### src/hw/cbu_params.svh
// constants for the compact branch unit: operation codes, field widths, link register
// assumes inclusion by cbu_pkg and the design file
// Operation
// [RULE1] the five-bit condition selector picks which coprocessor-2 condition is tested
// [RULE2] zero variant takes on condition zero, nonzero variant on condition nonzero
// [RULE3] cop2 and link branches: offset shifted one, sign-extended to 17 bits, plus next pc
// [RULE4] a taken compact branch suppresses the following instruction; no delay slot
// [RULE5] any instruction, even a branch, may directly follow a compact branch
// [RULE6] cop2 branch with coprocessor 2 disabled raises coprocessor unusable
// [RULE7] cop2 branches raise only coprocessor unusable or reserved instruction
// [RULE8] link branches write the next instruction address into register 31
// [RULE9] the link write happens whether or not the branch is taken
// [RULE10] six link branches test source_b signed: le, ge, lt, gt, eq, ne zero
// [RULE11] compare family: offset shifted two, sign-extended to 18 or 23 bits, plus next pc
// [RULE12] long zero compares use a 21-bit offset; the others use 16 bits
// [RULE13] register equality takes when equal, inequality takes when values differ
// [RULE14] signed register branches take on less-than or greater-or-equal, two's complement
// [RULE15] unsigned less-than takes when source_a is below source_b
// [RULE16] greater and not-greater idioms are issued with the operands swapped
// [RULE17] signed register-versus-zero branches use a 16-bit offset
// [RULE18] redirect the pc to the target only when the condition holds
// [RULE19] coprocessor may use all selector bits freely, e.g. 32 flags
// [RULE20] unsigned not-less takes when source_a is not below source_b
// [RULE21] long zero compares test source_a against zero
// [RULE22] coprocessor presents the selected condition in the resolving cycle; cop2_sel_o here follows the request selector one cycle later
`ifndef CBU_PARAMS_SVH
`define CBU_PARAMS_SVH

// ----------------------------------------------------------------------
// operation codes presented by the decoder
// ----------------------------------------------------------------------
`define CBU_OP_NONE      5'h00
`define CBU_OP_C2_EQZ    5'h01
`define CBU_OP_C2_NEZ    5'h02
`define CBU_OP_L_LEZ     5'h03
`define CBU_OP_L_GEZ     5'h04
`define CBU_OP_L_GTZ     5'h05
`define CBU_OP_L_LTZ     5'h06
`define CBU_OP_L_EQZ     5'h07
`define CBU_OP_L_NEZ     5'h08
`define CBU_OP_R_EQ      5'h09
`define CBU_OP_R_NE      5'h0A
`define CBU_OP_R_LT      5'h0B
`define CBU_OP_R_GE      5'h0C
`define CBU_OP_R_LTU     5'h0D
`define CBU_OP_R_GEU     5'h0E
`define CBU_OP_Z_LTZ     5'h0F
`define CBU_OP_Z_LEZ     5'h10
`define CBU_OP_Z_GEZ     5'h11
`define CBU_OP_Z_GTZ     5'h12
`define CBU_OP_Z_EQZ     5'h13
`define CBU_OP_Z_NEZ     5'h14
`define CBU_OP_LAST      5'h14

// ----------------------------------------------------------------------
// field widths and fixed values
// ----------------------------------------------------------------------
`define CBU_OFF_SHORT_W  16
`define CBU_OFF_LONG_W   21
`define CBU_SEL_W        5
`define CBU_LINK_REG     5'h1F
`define CBU_INSN_BYTES   32'h0000_0004

`endif

### src/hw/cbu_pkg.sv
// types of the compact branch unit: request and result bundles
// assumes cbu_params.svh on the include path
`include "cbu_params.svh"

package cbu_pkg;

    // ------------------------------------------------------------------
    // request from decode and result to fetch / writeback
    // ------------------------------------------------------------------
    typedef struct packed {
        logic        valid;
        logic [4:0]  op;
        logic [31:0] pc;
        logic [31:0] src_a;
        logic [31:0] src_b;
        logic [20:0] offset;
        logic [4:0]  cond_selector;
    } cbu_req_t;

    typedef struct packed {
        logic        valid;
        logic        taken;
        logic [31:0] target;
        logic        squash_next;
        logic        link_we;
        logic [4:0]  link_reg;
        logic [31:0] link_data;
        logic        exc_cop_unusable;
        logic        exc_reserved;
    } cbu_res_t;

endpackage : cbu_pkg

### src/hw/cbu_branch_unit.sv
// compact branch resolution: condition, pc-relative target, link write, exceptions
// assumes decode presents one request per cycle with operands already read,
// and coprocessor 2 answers cond_selector with a condition in the same cycle
`timescale 1ns/10ps
`include "cbu_params.svh"

module cbu_branch_unit (
    input  wire logic              clock_i,
    input  wire logic              sys_rst_i,
    input  wire cbu_pkg::cbu_req_t req_i,
    input  wire logic              cop2_enable_i,
    input  wire logic              cop2_cond_i,
    output logic [4:0]             cop2_sel_o,
    output cbu_pkg::cbu_res_t      res_o
);

    // ------------------------------------------------------------------
    // operand views
    // ------------------------------------------------------------------
    logic [31:0] next_pc;
    logic [31:0] off17;
    logic [31:0] off18;
    logic [31:0] off23;
    logic        a_zero;
    logic        b_zero;
    logic        b_neg;
    logic        regs_eq;
    logic        s_less;
    logic        u_less;

    // address after the branch is the base of every target
    assign next_pc = req_i.pc + `CBU_INSN_BYTES;                        // RULE3
    assign off17   = {{15{req_i.offset[15]}}, req_i.offset[15:0], 1'b0}; // RULE3
    assign off18   = {{14{req_i.offset[15]}}, req_i.offset[15:0], 2'b00}; // RULE11
    assign off23   = {{9{req_i.offset[20]}}, req_i.offset[20:0], 2'b00}; // RULE12

    // comparisons shared by the families
    assign a_zero  = (req_i.src_a == 32'h0000_0000);                    // RULE21
    assign b_zero  = (req_i.src_b == 32'h0000_0000);
    assign b_neg   = req_i.src_b[31];                                   // RULE10
    assign regs_eq = (req_i.src_a == req_i.src_b);                      // RULE13
    assign s_less  = ($signed(req_i.src_a) < $signed(req_i.src_b));     // RULE14
    assign u_less  = (req_i.src_a < req_i.src_b);                       // RULE15

    // ------------------------------------------------------------------
    // per-operation decode
    // ------------------------------------------------------------------
    logic        is_c2;
    logic        is_link;
    logic        is_long;
    logic        known_op;
    logic        cond;
    logic [31:0] offset_ext;

    assign is_c2    = (req_i.op == `CBU_OP_C2_EQZ) || (req_i.op == `CBU_OP_C2_NEZ);
    assign is_link  = (req_i.op >= `CBU_OP_L_LEZ) && (req_i.op <= `CBU_OP_L_NEZ);
    assign is_long  = (req_i.op == `CBU_OP_Z_EQZ) || (req_i.op == `CBU_OP_Z_NEZ); // RULE12
    assign known_op = (req_i.op != `CBU_OP_NONE) && (req_i.op <= `CBU_OP_LAST);

    // short offset for cop2/link, long for the two wide zero compares
    assign offset_ext = (is_c2 || is_link) ? off17 :                    // RULE3
                        (is_long ? off23 : off18);                      // RULE11 RULE17

    // condition per operation; swapped-operand idioms need no logic here
    always_comb begin
        unique case (req_i.op)
            `CBU_OP_C2_EQZ: cond = ~cop2_cond_i;                        // RULE2 RULE22
            `CBU_OP_C2_NEZ: cond = cop2_cond_i;                         // RULE2
            `CBU_OP_L_LEZ:  cond = b_neg | b_zero;                      // RULE10
            `CBU_OP_L_GEZ:  cond = ~b_neg;                              // RULE10
            `CBU_OP_L_GTZ:  cond = ~b_neg & ~b_zero;                    // RULE10
            `CBU_OP_L_LTZ:  cond = b_neg;                               // RULE10
            `CBU_OP_L_EQZ:  cond = b_zero;                              // RULE10
            `CBU_OP_L_NEZ:  cond = ~b_zero;                             // RULE10
            `CBU_OP_R_EQ:   cond = regs_eq;                             // RULE13
            `CBU_OP_R_NE:   cond = ~regs_eq;                            // RULE13
            `CBU_OP_R_LT:   cond = s_less;                              // RULE14 RULE16
            `CBU_OP_R_GE:   cond = ~s_less;                             // RULE14 RULE16
            `CBU_OP_R_LTU:  cond = u_less;                              // RULE15 RULE16
            `CBU_OP_R_GEU:  cond = ~u_less;                             // RULE20 RULE16
            `CBU_OP_Z_LTZ:  cond = b_neg;                               // RULE17
            `CBU_OP_Z_LEZ:  cond = b_neg | b_zero;                      // RULE17
            `CBU_OP_Z_GEZ:  cond = ~b_neg;                              // RULE17
            `CBU_OP_Z_GTZ:  cond = ~b_neg & ~b_zero;                    // RULE17
            `CBU_OP_Z_EQZ:  cond = a_zero;                              // RULE21
            `CBU_OP_Z_NEZ:  cond = ~a_zero;                             // RULE21
            default:        cond = 1'b0;                                // unknown op code
        endcase
    end

    // ------------------------------------------------------------------
    // result assembly
    // ------------------------------------------------------------------
    logic   c2_unusable;
    logic   reserved;
    logic   taken;
    cbu_pkg::cbu_res_t res_next;

    // a faulting cop2 branch must neither redirect nor squash
    assign c2_unusable = req_i.valid && is_c2 && !cop2_enable_i;        // RULE6 RULE7
    assign reserved    = req_i.valid && !known_op;                      // RULE7
    assign taken       = req_i.valid && known_op && !c2_unusable && cond; // RULE18

    always_comb begin
        res_next                  = '0;
        res_next.valid            = req_i.valid;
        res_next.taken            = taken;                              // RULE18
        res_next.target           = taken ? (next_pc + offset_ext) : next_pc; // RULE18
        res_next.squash_next      = taken;                              // RULE4
        res_next.link_we          = req_i.valid && is_link;             // RULE8 RULE9
        res_next.link_reg         = `CBU_LINK_REG;                      // RULE8
        res_next.link_data        = next_pc;                            // RULE8
        res_next.exc_cop_unusable = c2_unusable;                        // RULE6
        res_next.exc_reserved     = reserved;                           // RULE7
    end

    // ------------------------------------------------------------------
    // output registers; one result per cycle, no hazard interlock
    // since any instruction may follow a branch directly
    // ------------------------------------------------------------------
    always_ff @(posedge clock_i) begin
        if (sys_rst_i) begin
            res_o <= '0;
        end else begin
            res_o <= res_next;                                          // RULE5
        end
    end

    // selector registered too; it mirrors the request selector by one cycle
    always_ff @(posedge clock_i) begin
        if (sys_rst_i) begin
            cop2_sel_o <= 5'h00;
        end else begin
            cop2_sel_o <= req_i.cond_selector;                          // RULE1 RULE19
        end
    end

endmodule : cbu_branch_unit

### config.mk
export PLATFORM = sky130hd
export DESIGN_NAME = cbu_branch_unit
export DESIGN_NICKNAME = d
export VERILOG_FILES = /design/src/hw/cbu_pkg.sv /design/src/hw/cbu_branch_unit.sv
export VERILOG_INCLUDE_DIRS = /design/src /design/src/hw
export SDC_FILE = /design/constraint.sdc
export NUM_CORES = 1
export LEC_CHECK = 0
export BUFFER_PORTS_ARGS = -buffer_cell sky130_fd_sc_hd__buf_2
export CORE_AREA = 2 2 111 113
export CTS_BUF_LIST = sky130_fd_sc_hd__clkbuf_16
export CTS_CLUSTER_SIZE = 40
export DETAILED_ROUTE_END_ITERATION = 7
export DIE_AREA = 0 0 113 115
export GPL_TIMING_DRIVEN = 0
export PLACE_DENSITY = 0.81
export SYNTH_ARGS = -nofsm -noshare
export SYNTH_HDL_FRONTEND = slang
export SYNTH_SLANG_ARGS = --single-unit
### constraint.sdc
create_clock -name clock_i -period 4.9 [get_ports clock_i]
set_clock_uncertainty 0.05 [all_clocks]
set_input_delay 0 -clock clock_i [delete_from_list [all_inputs] [get_ports clock_i]]
set_output_delay 0 -clock clock_i [all_outputs]
set_load 0.01 [all_outputs]
==> run_results.csv, run 1 <==
group,metric,value,unit
timing,setup_viol,0,
timing,fin_crit,4.588,ns
synthesis,ys_types,73,
detailed_routing,post_drt_wl_per_cell,15.57,um
setup_path,critPathRequiredTime,5.08,ns
detailed_routing,drc_errors,9,
setup_path,worstPathMaxFanout,10,
layout,fin_util,64.54,%
placement,port_buffers,208,
setup_path,cp.arrival,4.77,ns
clock_network,cts_made_buffers,9,
timing,fin_crit_sh,93.62,%
clock_network,cts_sinks,74,
setup_path,startpoint_type,"primary input",
die,die_area,13000,um^2
detailed_routing,drt-total-wl,17290,um
layout,final_cells,1111,
setup_path,critical_path_class,"in -> reg",
power,p_leak,3.915,nW
die,die-height,115,um
die,io-pin-count,212,
power,power_density,258.5,nW/um^2
synthesis,ys_async_sr_fraction,0,%
synthesis,postSynthAreaPerCell,8.174,um^2
power,p_total,1.971,mW
synthesis,syn-num-nets,920,
placement,place_hpwl,13470,um
layout,fillers,1022,
status,outcome,"complete, but fails checks",
synthesis,syn_inst,724,
global_route,globalRouteOverflowTotal,0,
layout,antenna_cells,0,
detailed_routing,top_layer_used,"met4",
setup_path,cp.depth,20,
setup_path,max_stage_delay,0.53,ns
timing,final_hold_viol_count,0,
power,peakVddDrop,0.0001762,V
die,core_area,11810,um^2
detailed_routing,dr_wl_met2,8040,um
synthesis,synth_most_common_cell,"dfxtp_1",
layout,nets,1155,
synthesis,ys_seq_elements,74,
synthesis,yosysWarnings,0,
timing,max_freq,218.0,MHz
layout,areaGrowthSynthToFinish,28.82,%
die,initial_utilization,50.11,%
detailed_routing,met1_length,7419,um
placement,dpl_worst_slack,-0.1492,ns
worst_hold_path,holdPathEnd,"res_o[28]",
setup_path,critPathTopFamily,"simple AND/OR/NAND/NOR gates",
timing,worst_slew_pin_slew,0.7985,ns
synthesis,synth_top_area_share,25.03,%
detailed_routing,vias,6067,
placement,post_dp_cell_area,7143,um^2
timing,relSlewSlack,46.76,%
setup_path,path_buf_inv,3,
synthesis,synthDominantAreaCellType,"dfxtp_1",
placement,place_inst,1079,
timing,final-max-slew-violation-count,0,
status,violations,"DRC",
layout,drive_gt1_share,28.63,%
synthesis,synth_seq_area_share,25.03,%
detailed_routing,final_antenna_net_count,0,
global_route,first_global_vias,5839,
synthesis,synth_edf_count,0,
layout,final_area,7624,um^2
detailed_routing,dr_wl_met3,1118,um
run,cap_violations,0,
synthesis,synth_area_leaders,"dfxtp_1 25%, ha_1 13%, mux2i_1 4.2%",
synthesis,syn_area,5918,um^2
placement,routabilityCongestion,0.9160,
clock_network,cts_tree,"done",
die,die_w,113,um
clock_network,h-tree-depth,3,
global_route,antenna_found_initial,0,
timing,rsz0062_at_grt,"no",
clock_network,post-cts-setup-buffer-count,0,
clock_network,clockRootBuffer,"clkbuf_16",
worst_hold_path,hp-start,"req_i[116]",
setup_path,path_cells,"dlygate4sd3_1 -> buf_2 -> ha_1 -> nand2_1 -> and4b_2 -> nand2_1 -> or2_2 -> nor2_1 -> xor2_1 -> ha_1 -> clkbuf_1 -> nand2_1 -> nand2b_1 -> a21oi_1 -> nand3b_1 -> o21ba_2 -> a211oi_4 -> nor2_1 -> a2111oi_4 -> mux2_1",
global_route,grt_max_degree,15,
detailed_routing,dr.pass1.iters,7,
detailed_routing,drt_iter0_drc,406,
synthesis,synthTopCellsByCount,"74 x dfxtp_1, 64 x nor2_1, 63 x ha_1, 59 x inv_1, 52 x nand2_1",
global_route,grt_pass1_wl,27560,um
global_route,grt_use_total,26.16,%
setup_path,endpoint_kind,"flip-flop",
detailed_routing,via_per_inst,5.461,
synthesis,synth_ff_type,"dfxtp_1",
timing,setup_tns,0,ns
timing,setup_slack,0.3125,ns
worst_hold_path,hold_path_class,"in -> reg",
die,rows,40,
clock_network,clock_path_buffers,2,
setup_path,cp_common_cell,"nand2_1",
clock_network,clkTransAtPathRegs,0.06,ns
worst_hold_path,min_path_cells,3,
timing,hold-worst-slack,0.01904,ns
setup_path,crit_slowest_cell,"dlygate4sd3_1",
-- layout make-up --
type	instances	area, um^2	area share [%]
Inverter	60	225.2	2.954
Clock inverter	7	76.32	1.001
Buffer	25	148.9	1.953
Sequential cell	74	1481	19.43
Tap cell	147	183.9	2.413
Multi-Input combinational cell	565	4081	53.54
Timing Repair Buffer	224	1201	15.76
Clock buffer	9	225.2	2.954
-- routing by layer --
layer  global-route usage [%]  vias to the layer above
met4                    12.11                        0
met5                        0                        -
met1                    32.39                     2705
met2                    44.03                      266
met3                    5.219                       57
li1                         -                     3039
-- kinds of logic after synthesis --
family	share of synthesized area, %
simple gates	23.40
compound gates	16.89
buf+inv	6.300
flops	25.03
fa+ha+maj	13.66
xor+xnor	7.252
mux	7.463
-- repair_timing --
item                       CTS  global route
gates resized for setup      0             6
hold buffers                16             0
hold endpoints to repair    17             0
setup endpoints to repair    0             4
-- report_power, final --
part	switching (mW)	internal (mW)	leakage, nW
Sequential	0.0102	0.643	0.616
Clock	0.270	0.398	0.143
Combinational	0.361	0.288	3.16
-- cell usage in the layout, fill, tap and decap left out, types with 3 or more instances in the layout --
cell,netlist,layout
buf_2,1,209
dfxtp_1,74,74
nor2_1,64,64
ha_1,63,63
inv_1,59,59
nand2_1,52,52
a21oi_1,45,44
xnor2_1,27,27
and2_1,27,27
nand3_1,25,25
mux2i_1,25,25
o21ai_0,24,24
xor2_1,22,22
nand4_1,21,21
a21o_1,19,19
nor2b_1,18,18
nor4_1,17,17
mux2_2,16,16
dlygate4sd3_1,0,16
clkbuf_1,15,14
and3_1,10,10
nor3_1,10,9
clkbuf_16,0,9
buf_4,6,6
or2_2,5,5
o31ai_1,5,5
o21a_1,5,5
and4_1,4,4
o22ai_1,4,4
o211ai_1,4,4
nor3_2,2,3
inv_6,0,3
-- flip-flops by register name, indices dropped and copies added (netlist names) --
signal and cells:
res_o 69, cop2_sel_o 5
-- worst max-delay path by stage --
stage                          start   endpoint  slack, ns
after floorplan           req_i[124]  res_o[72]       0.86
after global placement    req_i[123]  res_o[71]      -0.14
after global routing       req_i[92]  res_o[72]       0.06
after CTS                 req_i[123]  res_o[71]       0.13
after detailed placement  req_i[123]  res_o[71]      -0.15
final                      req_i[92]  res_o[72]       0.31
(Power assumes the default switching activity.)
==> run 2: changes to the inputs <==
--- a/config.mk
+++ b/config.mk
@@ -7,11 +7,11 @@
 export NUM_CORES = 1
 export LEC_CHECK = 0
 export BUFFER_PORTS_ARGS = -buffer_cell sky130_fd_sc_hd__buf_2
-export CORE_AREA = 2 2 111 113
+export CORE_AREA = 3 3 107 119
 export CTS_BUF_LIST = sky130_fd_sc_hd__clkbuf_16
 export CTS_CLUSTER_SIZE = 40
 export DETAILED_ROUTE_END_ITERATION = 7
-export DIE_AREA = 0 0 113 115
+export DIE_AREA = 0 0 110 122
 export GPL_TIMING_DRIVEN = 0
 export PLACE_DENSITY = 0.81
 export SYNTH_ARGS = -nofsm -noshare
==> run 2 against run 1 <==
  * Largest power group unchanged
  * Final cell count increased by 0.18%
  * The run still ends with DRC left
  * Worst hold slack hardly changed
  * Via count increased by 0.40%
  * Sequential power is essentially flat
  * Largest cell class unchanged
  * Critical path depth stayed put
==> run_results.csv, run 2 (synthesized netlist as in run 1, its figures left out) <==
group,metric,value,unit
timing,setup_slack,0.3631,ns
run,cap_violations,0,
layout,final_cell_mix,"209 x buf_2, 74 x dfxtp_1, 64 x nor2_1",
placement,place_inst,1082,
layout,final_area,7632,um^2
worst_hold_path,holdPathEnd,"res_o[31]",
global_route,grt_use_total,24.66,%
detailed_routing,final_antenna_net_count,0,
timing,hold-worst-slack,0.01953,ns
die,rows,41,
setup_path,endpoint_kind,"flip-flop",
layout,drive_gt1_share,28.35,%
timing,max_freq,220.4,MHz
global_route,grt_pass1_wl,26440,um
layout,layout_commonest_cell,"buf_2",
die,core_area,11540,um^2
clock_network,clockRootBuffer,"clkbuf_16",
power,p_total,2.005,mW
detailed_routing,drc_errors,1,
power,p_leak,3.920,nW
detailed_routing,drt-total-wl,17070,um
power,power_density,262.6,nW/um^2
detailed_routing,post_drt_wl_per_cell,15.33,um
clock_network,post-cts-setup-buffer-count,0,
timing,fin_crit,4.537,ns
layout,antenna_cells,0,
setup_path,worstPathMaxFanout,10,
setup_path,critical_path_class,"in -> reg",
timing,worst_slew_pin_slew,0.7370,ns
die,initial_utilization,51.27,%
timing,relSlewSlack,50.86,%
timing,setup_tns,0,ns
die,die-height,122,um
die,die_area,13420,um^2
clock_network,cts_sinks,74,
detailed_routing,vias,6091,
layout,fin_util,66.12,%
layout,final_cells,1113,
status,outcome,"complete, but fails checks",
die,die_w,110,um
detailed_routing,dr.pass1.iters,8,
setup_path,cp.arrival,4.71,ns
global_route,grt_max_degree,14,
placement,dpl_worst_slack,-0.09994,ns
layout,regMostFlops,"res_o",
clock_network,clock_path_buffers,2,
global_route,antenna_found_initial,0,
clock_network,clkTransAtPathRegs,0.06,ns
placement,port_buffers,208,
timing,rsz0062_at_grt,"no",
clock_network,cts_made_buffers,9,
die,io-pin-count,212,
clock_network,cts_tree,"done",
global_route,globalRouteOverflowTotal,0,
layout,nets,1154,
placement,routabilityCongestion,0.9652,
layout,reg.largest.list,"res_o (69), cop2_sel_o (5)",
worst_hold_path,min_path_cells,3,
setup_path,startpoint_type,"primary input",
placement,post_dp_cell_area,7147,um^2
clock_network,h-tree-depth,3,
status,violations,"DRC",
timing,setup_viol,0,
timing,fin_crit_sh,92.59,%
worst_hold_path,hold_path_class,"in -> reg",
worst_hold_path,hp-start,"req_i[119]",
placement,place_hpwl,13760,um
timing,final_hold_viol_count,0,
power,peakVddDrop,0.0001807,V
setup_path,critPathRequiredTime,5.08,ns
layout,areaGrowthSynthToFinish,28.96,%
detailed_routing,drt_iter0_drc,391,
timing,final-max-slew-violation-count,0,
global_route,first_global_vias,5784,
detailed_routing,via_per_inst,5.473,
layout,largest_reg_flops,69,
[run 2: cell count changes in the layout (fill, tap and decap cells not counted), sizes merged]
cell,before,now
bufinv,1,2
clkinvlp,2,1
dlygate4sd3,16,15
[run 2: worst max path at each step]
stage,startpoint,end
3_3_place_gp,req_i[123],res_o[71]
6_report,req_i[92],res_o[72]
4_1_cts,req_i[123],res_o[72]
5_1_grt,req_i[123],res_o[71]
2_1_floorplan,req_i[124],res_o[72]
3_5_place_dp,req_i[123],res_o[72]
[run 2: worst max-delay path: stages]
cell	delay [ns]
dlygate4sd3_1	0.52
buf_2	0.19
ha_1	0.26
nand2_1	0.11
and4b_2	0.38
nand2_1	0.09
or2_2	0.33
nor2_1	0.12
xor2_1	0.35
ha_1	0.29
clkbuf_1	0.20
nand2_1	0.14
nand2b_1	0.06
a21oi_1	0.21
nand3b_1	0.12
o21ba_2	0.25
a211oi_4	0.32
nor2_1	0.13
a2111oi_4	0.29
mux2_1	0.35
[run 2: report_power, final]
| part | leakage, nW | total, mW | switching [mW] | internal (mW) |
|---|---|---|---|---|
| combinational | 3.15 | 0.646 | 0.358 | 0.288 |
| clock | 0.155 | 0.706 | 0.261 | 0.446 |
| sequential | 0.616 | 0.652 | 0.00981 | 0.643 |
| total | 3.92 | 2.00 | 0.628 | 1.38 |
[run 2: area by class of cell]
cell class	instances	area (um^2)
multi-input combinational	565	4081
timing repair buffer	223	1191
tap	150	187.7
buffer	25	147.6
fill	980	3910
clock inverter	7	92.59
inverter	60	225.2
sequential	74	1481
clock buffer	9	225.2
[run 2: what timing repair did]
action | in CTS | in global routing
setup endpoints to repair | 0 | 3
hold endpoints to repair | 16 | 0
hold buffers | 15 | 0
resized for setup | 0 | 4
[run 2: layer usage]
metal / share of wire, % / up-vias / global-route usage [%]
li1: - / 3055 / -
met1: 41 / 2770 / 29.62
met2: 49 / 218 / 42.03
met3: 5.8 / 48 / 5.246
met4: 3.4 / 0 / 10.52
met5: 0 / - / 0
